<file path="config.mk">
export PLATFORM = sky130hd
export DESIGN_NAME = fclg_guard
export DESIGN_NICKNAME = d
export VERILOG_FILES = /design/src/inc/fclg_pkg.sv /design/src/logic/fclg_guard.sv /design/src/logic/fclg_sticky.sv
export SDC_FILE = /design/constraint.sdc
export NUM_CORES = 1
export LEC_CHECK = 0
export ABC_AREA = 1
export BUFFER_PORTS_ARGS = -buffer_cell sky130_fd_sc_hd__buf_2
export CAP_MARGIN = 10
export CORE_MARGIN = 2
export CORE_UTILIZATION = 55
export DETAILED_ROUTE_END_ITERATION = 10
export GPL_TIMING_DRIVEN = 0
export PLACE_DENSITY = 0.92
export SYNTH_ARGS = -nofsm -noshare
export SYNTH_HDL_FRONTEND = slang
export SYNTH_SLANG_ARGS = --single-unit
</file>
<file path="constraint.sdc">
create_clock -name i_clk_sys -period 2.79 [get_ports i_clk_sys]
set_input_delay 0.558 -clock i_clk_sys [delete_from_list [all_inputs] [get_ports i_clk_sys]]
set_output_delay 0.558 -clock i_clk_sys [all_outputs]
set_load 0.02 [all_outputs]
</file>
<file path="src/inc/fclg_pkg.sv">
// constants and types shared by the flash command lock guard
package fclg_pkg;
	// widths
	localparam int DATA_W = 32;
	localparam int ADDR_W = 21;
	localparam int MODE_W = 16;
	localparam int NERR = 17;
	localparam int NECC = 6;
	localparam int CNT_W = 5;

	// mode entry values
	localparam logic [MODE_W-1:0] MODE_READ = 16'h0000;
	localparam logic [MODE_W-1:0] MODE_CODE_PE = 16'h0001;
	localparam logic [MODE_W-1:0] MODE_DATA_PE = 16'h0080;

	// command codes written to the command port, and the program word counter constants
	localparam logic [DATA_W-1:0] CMD_CLEAR = 32'h0000_0050;
	localparam logic [DATA_W-1:0] CMD_FSTOP = 32'h0000_00b3;
	localparam logic [DATA_W-1:0] CMD_PROG = 32'h0000_00e8;
	localparam logic [DATA_W-1:0] CMD_BLK_ERASE = 32'h0000_0020;
	localparam logic [DATA_W-1:0] CMD_AREA_ERASE = 32'h0000_0084;
	localparam logic [DATA_W-1:0] CMD_BLANK = 32'h0000_0071;
	localparam logic [DATA_W-1:0] CMD_SUSPEND = 32'h0000_00b0;
	localparam logic [DATA_W-1:0] CMD_FINAL = 32'h0000_00d0;
	localparam logic [DATA_W-1:0] PROG_WORDS = 32'h0000_0004;
	localparam logic [CNT_W-1:0] PROG_CNT = 5'h04;
	localparam logic [CNT_W-1:0] CNT_ONE = 5'h01;

	// access sizes
	localparam logic [1:0] SIZE_BYTE = 2'h0;
	localparam logic [1:0] SIZE_HALF = 2'h1;
	localparam logic [1:0] SIZE_WORD = 2'h2;

	// positions in the sticky error vector
	localparam int B_ILGL = 0;
	localparam int B_ILGCOM = 1;
	localparam int B_MODE = 2;
	localparam int B_ERS = 3;
	localparam int B_PRG = 4;
	localparam int B_CFA = 5;
	localparam int B_DFA = 6;
	localparam int B_SEC = 7;
	localparam int B_OT = 8;
	localparam int B_HVE = 9;
	localparam int B_ECC = 10;
	localparam int B_LOCK = 16;

	// ecc detect inputs, index order
	localparam int E_SEC = 0;
	localparam int E_BPL = 1;
	localparam int E_CFG = 2;
	localparam int E_TBL = 3;
	localparam int E_SWT = 4;
	localparam int E_ERC = 5;

	typedef enum logic [2:0]
	{
		ST_IDLE = 3'b000,
		ST_COUNT = 3'b001,
		ST_DATA = 3'b010,
		ST_FINAL = 3'b011,
		ST_BUSY = 3'b100,
		ST_SUSP = 3'b101
	} fclg_state_t;

	typedef enum logic [1:0]
	{
		OP_PROG = 2'b00,
		OP_BERASE = 2'b01,
		OP_AERASE = 2'b10,
		OP_BLANK = 2'b11
	} fclg_op_t;
endpackage

</file>
<file path="src/logic/fclg_guard.sv">
`timescale 1ns/10ps
// command decoder and error protection for the flash sequencer
module fclg_guard
	import fclg_pkg::*;
(
	input wire logic i_clk_sys,
	input wire logic i_rst_n,
	input wire logic i_cmd_wr,
	input wire logic i_cmd_rd,
	input wire logic [fclg_pkg::DATA_W-1:0] i_cmd_data,
	input wire logic [1:0] i_cmd_size,
	input wire logic [fclg_pkg::MODE_W-1:0] i_mode_entry_reg,
	input wire logic [fclg_pkg::ADDR_W-1:0] i_start_address,
	input wire logic [fclg_pkg::ADDR_W-1:0] i_end_address,
	input wire logic i_blank_check_direction,
	input wire logic i_lock_irq_enable,
	input wire logic i_high_voltage_enable_ctrl,
	input wire logic i_valid_area_hit,
	input wire logic i_protect_violation,
	input wire logic i_dma_area_cross,
	input wire logic i_op_done,
	input wire logic i_op_fail,
	input wire logic [fclg_pkg::NECC-1:0] i_ecc_detect,
	output logic o_sequencer_ready_flag,
	output logic o_op_start,
	output logic [1:0] o_op_kind,
	output logic o_op_suspend,
	output logic o_op_resume,
	output logic o_op_abort,
	output logic o_flash_access_error_irq,
	output logic o_lock_status_bit,
	output logic o_illegal_error_bit,
	output logic o_illegal_command_bit,
	output logic o_mode_setting_error_bit,
	output logic o_erase_error_bit,
	output logic o_program_error_bit,
	output logic o_code_area_access_error,
	output logic o_data_area_access_error,
	output logic o_security_error_bit,
	output logic o_operation_timing_error,
	output logic o_high_voltage_enable_error,
	output logic o_security_area_ecc_detect,
	output logic o_protect_area_ecc_detect,
	output logic o_config_area_ecc_detect,
	output logic o_param_table_ecc_detect,
	output logic o_switch_area_ecc_detect,
	output logic o_erase_count_ecc_detect
);
	import fclg_pkg::*;

	// ----------------------------------------------------------------
	// state
	// ----------------------------------------------------------------
	typedef struct packed
	{
		fclg_state_t state;
		fclg_op_t op;
		logic [CNT_W-1:0] cnt;
		logic [MODE_W-1:0] susp_mode;
		logic hv_prev;
		logic ready;
		logic start;
		logic suspend;
		logic resume;
		logic abort;
		logic irq;
	} fclg_core_t;

	fclg_core_t st;
	fclg_core_t next_st;
	logic [NERR-1:0] err_set;
	logic err_clr;
	logic [NERR-1:0] errs;
	logic locked;
	logic mode_ok;
	logic addr_bad;

	assign locked = errs[B_LOCK];
	// only three mode entry values are legal
	assign mode_ok = (i_mode_entry_reg == MODE_READ) || (i_mode_entry_reg == MODE_CODE_PE)
		|| (i_mode_entry_reg == MODE_DATA_PE);

	// address order check for the ranged commands
	always_comb
	begin
		addr_bad = 1'b0;
		if (st.op == OP_AERASE)
		begin
			addr_bad = i_start_address > i_end_address;
		end
		else if (st.op == OP_BLANK)
		begin
			addr_bad = i_blank_check_direction ? (i_start_address < i_end_address)
				: (i_start_address > i_end_address);
		end
	end

	// ----------------------------------------------------------------
	// command decoder and error classification
	// ----------------------------------------------------------------
	// one process decides both the next state and which sticky bits to set;
	// any set of the illegal bit also sets the lock bit at the end
	always_comb
	begin
		next_st = st;
		next_st.start = 1'b0;
		next_st.suspend = 1'b0;
		next_st.resume = 1'b0;
		next_st.abort = 1'b0;
		next_st.hv_prev = i_high_voltage_enable_ctrl;
		err_set = '0;
		err_clr = 1'b0;

		// operation finishing in the background
		if (st.state == ST_BUSY && i_op_done)
		begin
			next_st.state = ST_IDLE;
			if (i_op_fail && st.op == OP_PROG)
			begin
				err_set[B_PRG] = 1'b1;
			end
			else if (i_op_fail && st.op != OP_BLANK)
			begin
				err_set[B_ERS] = 1'b1;
			end
		end

		// hv enable dropping while the sequencer works
		if (st.hv_prev && !i_high_voltage_enable_ctrl && st.state != ST_IDLE)
		begin
			err_set[B_HVE] = 1'b1;
		end

		if (i_cmd_rd)
		begin
			err_set[B_OT] = 1'b1;
			err_set[B_ILGL] = 1'b1;
		end

		if (i_dma_area_cross)
		begin
			err_set[B_DFA] = 1'b1;
			err_set[B_ILGL] = 1'b1;
		end

		if (i_cmd_wr)
		begin
			if (i_cmd_data == CMD_FSTOP && st.state != ST_DATA)
			begin
				// stop works in every state except ST_DATA and ignores the ready flag
				err_clr = 1'b1;
				next_st.abort = (st.state == ST_BUSY) || (st.state == ST_SUSP);
				next_st.state = ST_IDLE;
			end
			else if (locked && i_cmd_data == CMD_CLEAR && st.state != ST_BUSY)
			begin
				// besides stop, clear is the one command a ready, locked sequencer still takes
				err_clr = 1'b1;
			end
			else if (locked)
			begin
				// nothing is decoded; a suspend here does not reach the array
				err_set[B_ILGL] = 1'b1;
				err_set[B_ILGL] = 1'b1;
			end
			else
			begin
				unique case (st.state)
					ST_IDLE, ST_SUSP:
					begin
						if (!mode_ok)
						begin
							err_set[B_MODE] = 1'b1;
							err_set[B_ILGL] = 1'b1;
						end
						else if (i_mode_entry_reg == MODE_READ && i_cmd_data != CMD_CLEAR)
						begin
							err_set[B_OT] = 1'b1;
							err_set[B_ILGL] = 1'b1;
						end
						else if (i_cmd_size != SIZE_BYTE)
						begin
							err_set[B_ILGCOM] = 1'b1;
							err_set[B_ILGL] = 1'b1;
						end
						else if (i_cmd_data == CMD_CLEAR)
						begin
							err_clr = 1'b1;
						end
						else if (i_cmd_data == CMD_FINAL && st.state == ST_SUSP)
						begin
							if (i_mode_entry_reg != st.susp_mode)
							begin
								err_set[B_ILGL] = 1'b1;
							end
							else if (i_valid_area_hit)
							begin
								err_set[B_CFA] = 1'b1;
								err_set[B_ILGL] = 1'b1;
							end
							else
							begin
								next_st.resume = 1'b1;
								next_st.state = ST_BUSY;
							end
						end
						else if (i_cmd_data == CMD_PROG && st.state == ST_IDLE)
						begin
							next_st.op = OP_PROG;
							next_st.state = ST_COUNT;
						end
						else if (i_cmd_data == CMD_BLK_ERASE && st.state == ST_IDLE)
						begin
							next_st.op = OP_BERASE;
							next_st.state = ST_FINAL;
						end
						else if (i_cmd_data == CMD_AREA_ERASE && st.state == ST_IDLE)
						begin
							next_st.op = OP_AERASE;
							next_st.state = ST_FINAL;
						end
						else if (i_cmd_data == CMD_BLANK && st.state == ST_IDLE)
						begin
							next_st.op = OP_BLANK;
							next_st.state = ST_FINAL;
						end
						else
						begin
							err_set[B_ILGCOM] = 1'b1;
							err_set[B_ILGL] = 1'b1;
						end
					end
					ST_COUNT:
					begin
						if (i_cmd_size != SIZE_BYTE || i_cmd_data != PROG_WORDS)
						begin
							err_set[B_ILGCOM] = 1'b1;
							err_set[B_ILGL] = 1'b1;
						end
						else
						begin
							next_st.cnt = PROG_CNT;
							next_st.state = ST_DATA;
						end
					end
					ST_DATA:
					begin
						if (i_cmd_size != SIZE_WORD)
						begin
							err_set[B_ILGCOM] = 1'b1;
							err_set[B_ILGL] = 1'b1;
						end
						else
						begin
							next_st.cnt = st.cnt - CNT_ONE;
							if (st.cnt == CNT_ONE)
							begin
								next_st.state = ST_FINAL;
							end
						end
					end
					ST_FINAL:
					begin
						next_st.state = ST_IDLE;
						if (i_cmd_size != SIZE_BYTE)
						begin
							err_set[B_ILGCOM] = 1'b1;
							err_set[B_ILGL] = 1'b1;
						end
						else if (i_cmd_data != CMD_FINAL)
						begin
							err_set[B_ILGCOM] = 1'b1;
							err_set[B_ILGL] = 1'b1;
						end
						else if (addr_bad)
						begin
							err_set[B_ILGCOM] = 1'b1;
							err_set[B_ILGL] = 1'b1;
						end
						else if (i_valid_area_hit && (st.op == OP_PROG || st.op == OP_BERASE))
						begin
							err_set[B_CFA] = 1'b1;
							err_set[B_ILGL] = 1'b1;
						end
						else if (i_protect_violation)
						begin
							err_set[B_SEC] = 1'b1;
							err_set[B_ILGL] = 1'b1;
						end
						else
						begin
							next_st.start = 1'b1;
							next_st.susp_mode = i_mode_entry_reg;
							next_st.state = ST_BUSY;
						end
					end
					ST_BUSY:
					begin
						// clear while not ready is ignored
						if (i_cmd_data == CMD_SUSPEND && !i_op_done)
						begin
							next_st.suspend = 1'b1;
							next_st.state = ST_SUSP;
						end
						else if (i_cmd_data != CMD_CLEAR)
						begin
							err_set[B_ILGCOM] = 1'b1;
							err_set[B_ILGL] = 1'b1;
						end
					end
					default:
					begin
						next_st.state = ST_IDLE;
					end
				endcase
			end
		end

		// a set of the illegal bit aborts a half-written command but never a running operation
		if (err_set[B_ILGL])
		begin
			err_set[B_LOCK] = 1'b1;
			if (st.state != ST_BUSY && st.state != ST_SUSP && !next_st.abort)
			begin
				next_st.state = ST_IDLE;
			end
		end

		// a locked sequencer never starts the array
		if (locked || err_set[B_LOCK])
		begin
			next_st.start = 1'b0;
			next_st.resume = 1'b0;
		end

		err_set[B_ECC +: NECC] = i_ecc_detect;
		next_st.ready = (next_st.state != ST_BUSY);
		next_st.irq = i_lock_irq_enable && (err_set[B_LOCK] || (locked && !err_clr));
	end

	// ----------------------------------------------------------------
	// registers
	// ----------------------------------------------------------------
	always_ff @(posedge i_clk_sys or negedge i_rst_n)
	begin
		if (!i_rst_n)
		begin
			st <= '{state: ST_IDLE, op: OP_PROG, cnt: '0, susp_mode: MODE_READ,
				hv_prev: 1'b0, ready: 1'b1, start: 1'b0, suspend: 1'b0,
				resume: 1'b0, abort: 1'b0, irq: 1'b0};
		end
		else
		begin
			st <= next_st;
		end
	end

	// status bits hold until a clear or stop command
	fclg_sticky #(
		.W(NERR)
	) u_status (
		.i_clk_sys(i_clk_sys),
		.i_rst_n(i_rst_n),
		.i_set(err_set),
		.i_clr(err_clr),
		.o_q(errs)
	);

	// ----------------------------------------------------------------
	// outputs
	// ----------------------------------------------------------------
	assign o_sequencer_ready_flag = st.ready;
	assign o_op_start = st.start;
	assign o_op_kind = st.op;
	assign o_op_suspend = st.suspend;
	assign o_op_resume = st.resume;
	assign o_op_abort = st.abort;
	assign o_flash_access_error_irq = st.irq;
	assign o_lock_status_bit = errs[B_LOCK];
	assign o_illegal_error_bit = errs[B_ILGL];
	assign o_illegal_command_bit = errs[B_ILGCOM];
	assign o_mode_setting_error_bit = errs[B_MODE];
	assign o_erase_error_bit = errs[B_ERS];
	assign o_program_error_bit = errs[B_PRG];
	assign o_code_area_access_error = errs[B_CFA];
	assign o_data_area_access_error = errs[B_DFA];
	assign o_security_error_bit = errs[B_SEC];
	assign o_operation_timing_error = errs[B_OT];
	assign o_high_voltage_enable_error = errs[B_HVE];
	assign o_security_area_ecc_detect = errs[B_ECC + E_SEC];
	assign o_protect_area_ecc_detect = errs[B_ECC + E_BPL];
	assign o_config_area_ecc_detect = errs[B_ECC + E_CFG];
	assign o_param_table_ecc_detect = errs[B_ECC + E_TBL];
	assign o_switch_area_ecc_detect = errs[B_ECC + E_SWT];
	assign o_erase_count_ecc_detect = errs[B_ECC + E_ERC];
endmodule

</file>
<file path="src/logic/fclg_sticky.sv">
`timescale 1ns/10ps
// bank of sticky status bits, set has priority over clear
module fclg_sticky #(
	parameter int W = 1
) (
	input wire logic i_clk_sys,
	input wire logic i_rst_n,
	input wire logic [W-1:0] i_set,
	input wire logic i_clr,
	output logic [W-1:0] o_q
);
	typedef struct packed
	{
		logic [W-1:0] q;
	} fclg_stk_t;

	fclg_stk_t st;
	fclg_stk_t next_st;

	// an event landing on the clear cycle must survive, so set is or-ed last
	always_comb
	begin
		next_st = st;
		if (i_clr)
		begin
			next_st.q = '0;
		end
		next_st.q = next_st.q | i_set;
	end

	always_ff @(posedge i_clk_sys or negedge i_rst_n)
	begin
		if (!i_rst_n)
		begin
			st <= '0;
		end
		else
		begin
			st <= next_st;
		end
	end

	assign o_q = st.q;
endmodule

</file>
==> out/results.ini <==
[clock_tree]
cts-root-buf=clkbuf_8
cts.sinks=50
cts_tree=done
cts_buffers=5
ctsResizeCount=0
ctsHtreeMaxLevel=2
clk_pin_slew_worst_paths_ns=0.10
insertion_delay_ns=0.32
cts_setup_buffers=0
postCtsHoldBufs=0
clk_path_buf_depth=2

[finish]
area_delta_synth_final_pct=22.16
final_common_cell=nand2_1
nNetsFinal=849
layout_common_cells=nand2_1, buf_2, inv_1, nor2_1, dfrtp_1
fillers=594
final_layout_size_suffix_gt1_frac=0.2929
fin_util=0.6835
fin_cells=816
diodes=0

[power]
power_density_nw_per_um2=301.0
power_mw=1.476
leakage_nw=2.642
peakVddDrop_mv=0.2746

[yosys]
synthArstFlopShare=1.000
synth_top_family_by_area=simple AND/OR/NAND/NOR gates
syn_area_per_cell_um2=6.983
synth-compound-area-share=0.1128
synthAdderAreaFrac=0.07167
synthFlopType=dfrtp_1
synth-edff-count=0
ys_ff_latch=50
syn_nets=708
synthCells=575
synth-simple-area-share=0.3609
synthXorXnorAreaFrac=0.01745
yosysTopAreaCellShare=0.3054
synthDistinctLibCells=41
synth.area.top_cells=dfrtp_1, nand2_1, inv_1, ha_1, nor2_1
ys_seq_area_frac=0.3119
ys_warn_count=0
synth.area.mux_share=0.002805
yosysTopAreaCell=dfrtp_1
syn_area_um2=4015

[setup_path]
required_ns=3.00
path_class=in -> reg
cp_max_fo=3
start_kind=input pin
crit_arrival_ns=2.52
cp-end-kind=flop

[run_status]
status=completed

[placement]
place_hpwl_um=8580
port_buffers=134
gp_congestion=0.9282
place_inst=808

[drt]
ant_nets=0
drcViolationCount=0
vias=4215
via_per_inst=5.165
wl_per_cell_um=12.77
drt_iter0_drc=213
drt_wl_total_um=10420
dr.pass1.iters=5

[sta]
tns_ns=0
hold_viol=0
maxSlewViolCount=0
tightest_slew_ns=1.090
min_period_ns=2.316
finClkSkew_ns=0.01389
fmax_ghz=0.4318
whs_ns=0.3599
rsz0062_at_grt=false
maxSlewHeadroom=0.2736
finalSetupViolations=0
period_share=0.8301

[global_route]
overflow=0
grt_pass1_vias=4009
grt_start_max_net_pins=51
grtUsageTotal=0.2643
antenna_found_initial=0
grt_pass1_wl_um=16770

[job]
cap_violations=0

[floorplanning]
die_width_um=89.44
ios=135
dieArea_um2=8000
num_rows=31
die_h_um=89.44
core_area_um2=7176
initial_core_util=0.5595

[hold_path]
hold_path.class=in -> reg

## metrics by stage
stage	setup WS (ns)	instance area, um^2
floorplan	0.5954	4015
global placement	0.2931	4810
detailed placement	0.1697	4810
CTS	0.4893	4905
global route	0.3052	4905
finish	0.4741	4905
## metal layers
metal | track usage | up-vias | wire length [um]
met5 | 0 | - | 0
met3 | 0.04709 | 21 | 690
li1 | - | 2103 | -
met2 | 0.4640 | 163 | 5123
met1 | 0.3266 | 1928 | 4411
met4 | 0.08955 | 0 | 195
## registers in the layout, summed over array words and instances (netlist names)
name	flops
o_op_start	1
u_status.o_q	17
o_sequencer_ready_flag	1
o_op_abort	1
o_op_kind	2
st	25
o_flash_access_error_irq	1
o_op_suspend	1
o_op_resume	1
## cells by family (layout without fill, tap and decap cells)
family | count (synthesis) | count (layout)
xor+xnor | 8 | 8
compound gates | 64 | 64
mux | 1 | 1
simple gates | 309 | 309
flops | 50 | 50
buf+inv | 120 | 262
fa+ha+maj | 23 | 23
## worst max-delay path, cell delays in order
cell and delay [ns]:
buf_2 0.12, nor3_1 0.34, nand4_1 0.21, a21oi_2 0.24
nand2_2 0.10, nor3_1 0.27, nand2_1 0.18, nor2_2 0.17
mux2_1 0.34
## final timing paths
kind | startpoint | endpoint | slack [ns] | cells past startpoint
worst max-delay path | i_mode_entry_reg[4] | o_op_kind[1] | 0.47 | 9
worst min-delay path | i_high_voltage_enable_ctrl | st[6] | 0.36 | 1
worst max register to register | st[32] | st[19] | 0.63 | 9
worst min register to register | u_status.o_q[10] | u_status.o_q[10] | 0.48 | 1
max in group asynchronous | i_rst_n | st[31] | 1.68 | 1
min in group asynchronous | i_rst_n | st[19] | 0.43 | 1
## synth_stat cells (2+ instances only)
| master | count |
|---|---|
| nand2_1 | 153 |
| inv_1 | 102 |
| nor2_1 | 66 |
| dfrtp_1 | 49 |
| nand3_1 | 29 |
| ha_1 | 23 |
| nand4_1 | 19 |
| o21ai_2 | 17 |
| a21oi_1 | 14 |
| o21ai_0 | 10 |
| inv_2 | 9 |
| nor3_1 | 9 |
| a21o_1 | 8 |
| nand3_2 | 7 |
| nor2_2 | 7 |
| xnor2_1 | 7 |
| nor3_2 | 4 |
| o31ai_1 | 4 |
| a21oi_2 | 3 |
| buf_4 | 3 |
| buf_6 | 3 |
| inv_4 | 3 |
| nor2_4 | 3 |
| nor4_1 | 3 |
| nand2_4 | 2 |
| nor3_4 | 2 |
| o21bai_1 | 2 |
## final cells by class
type	instances	area, um^2	share of cell area
Multi-Input combinational cell	405	2271	0.4630
Sequential cell	50	1252	0.2554
Timing Repair Buffer	134	670.6	0.1367
Inverter	114	435.4	0.08878
Tap cell	99	123.9	0.02526
Clock buffer	5	68.82	0.01403
Buffer	6	56.30	0.01148
Clock inverter	3	26.28	0.005357
## report_power, final
group          total, mW  switching (mW)  internal (mW)
clock network      0.457           0.272          0.185
registers          0.741         0.00609          0.735
logic              0.279           0.161          0.119
Note: power is estimated with default switching activity, not from simulation.
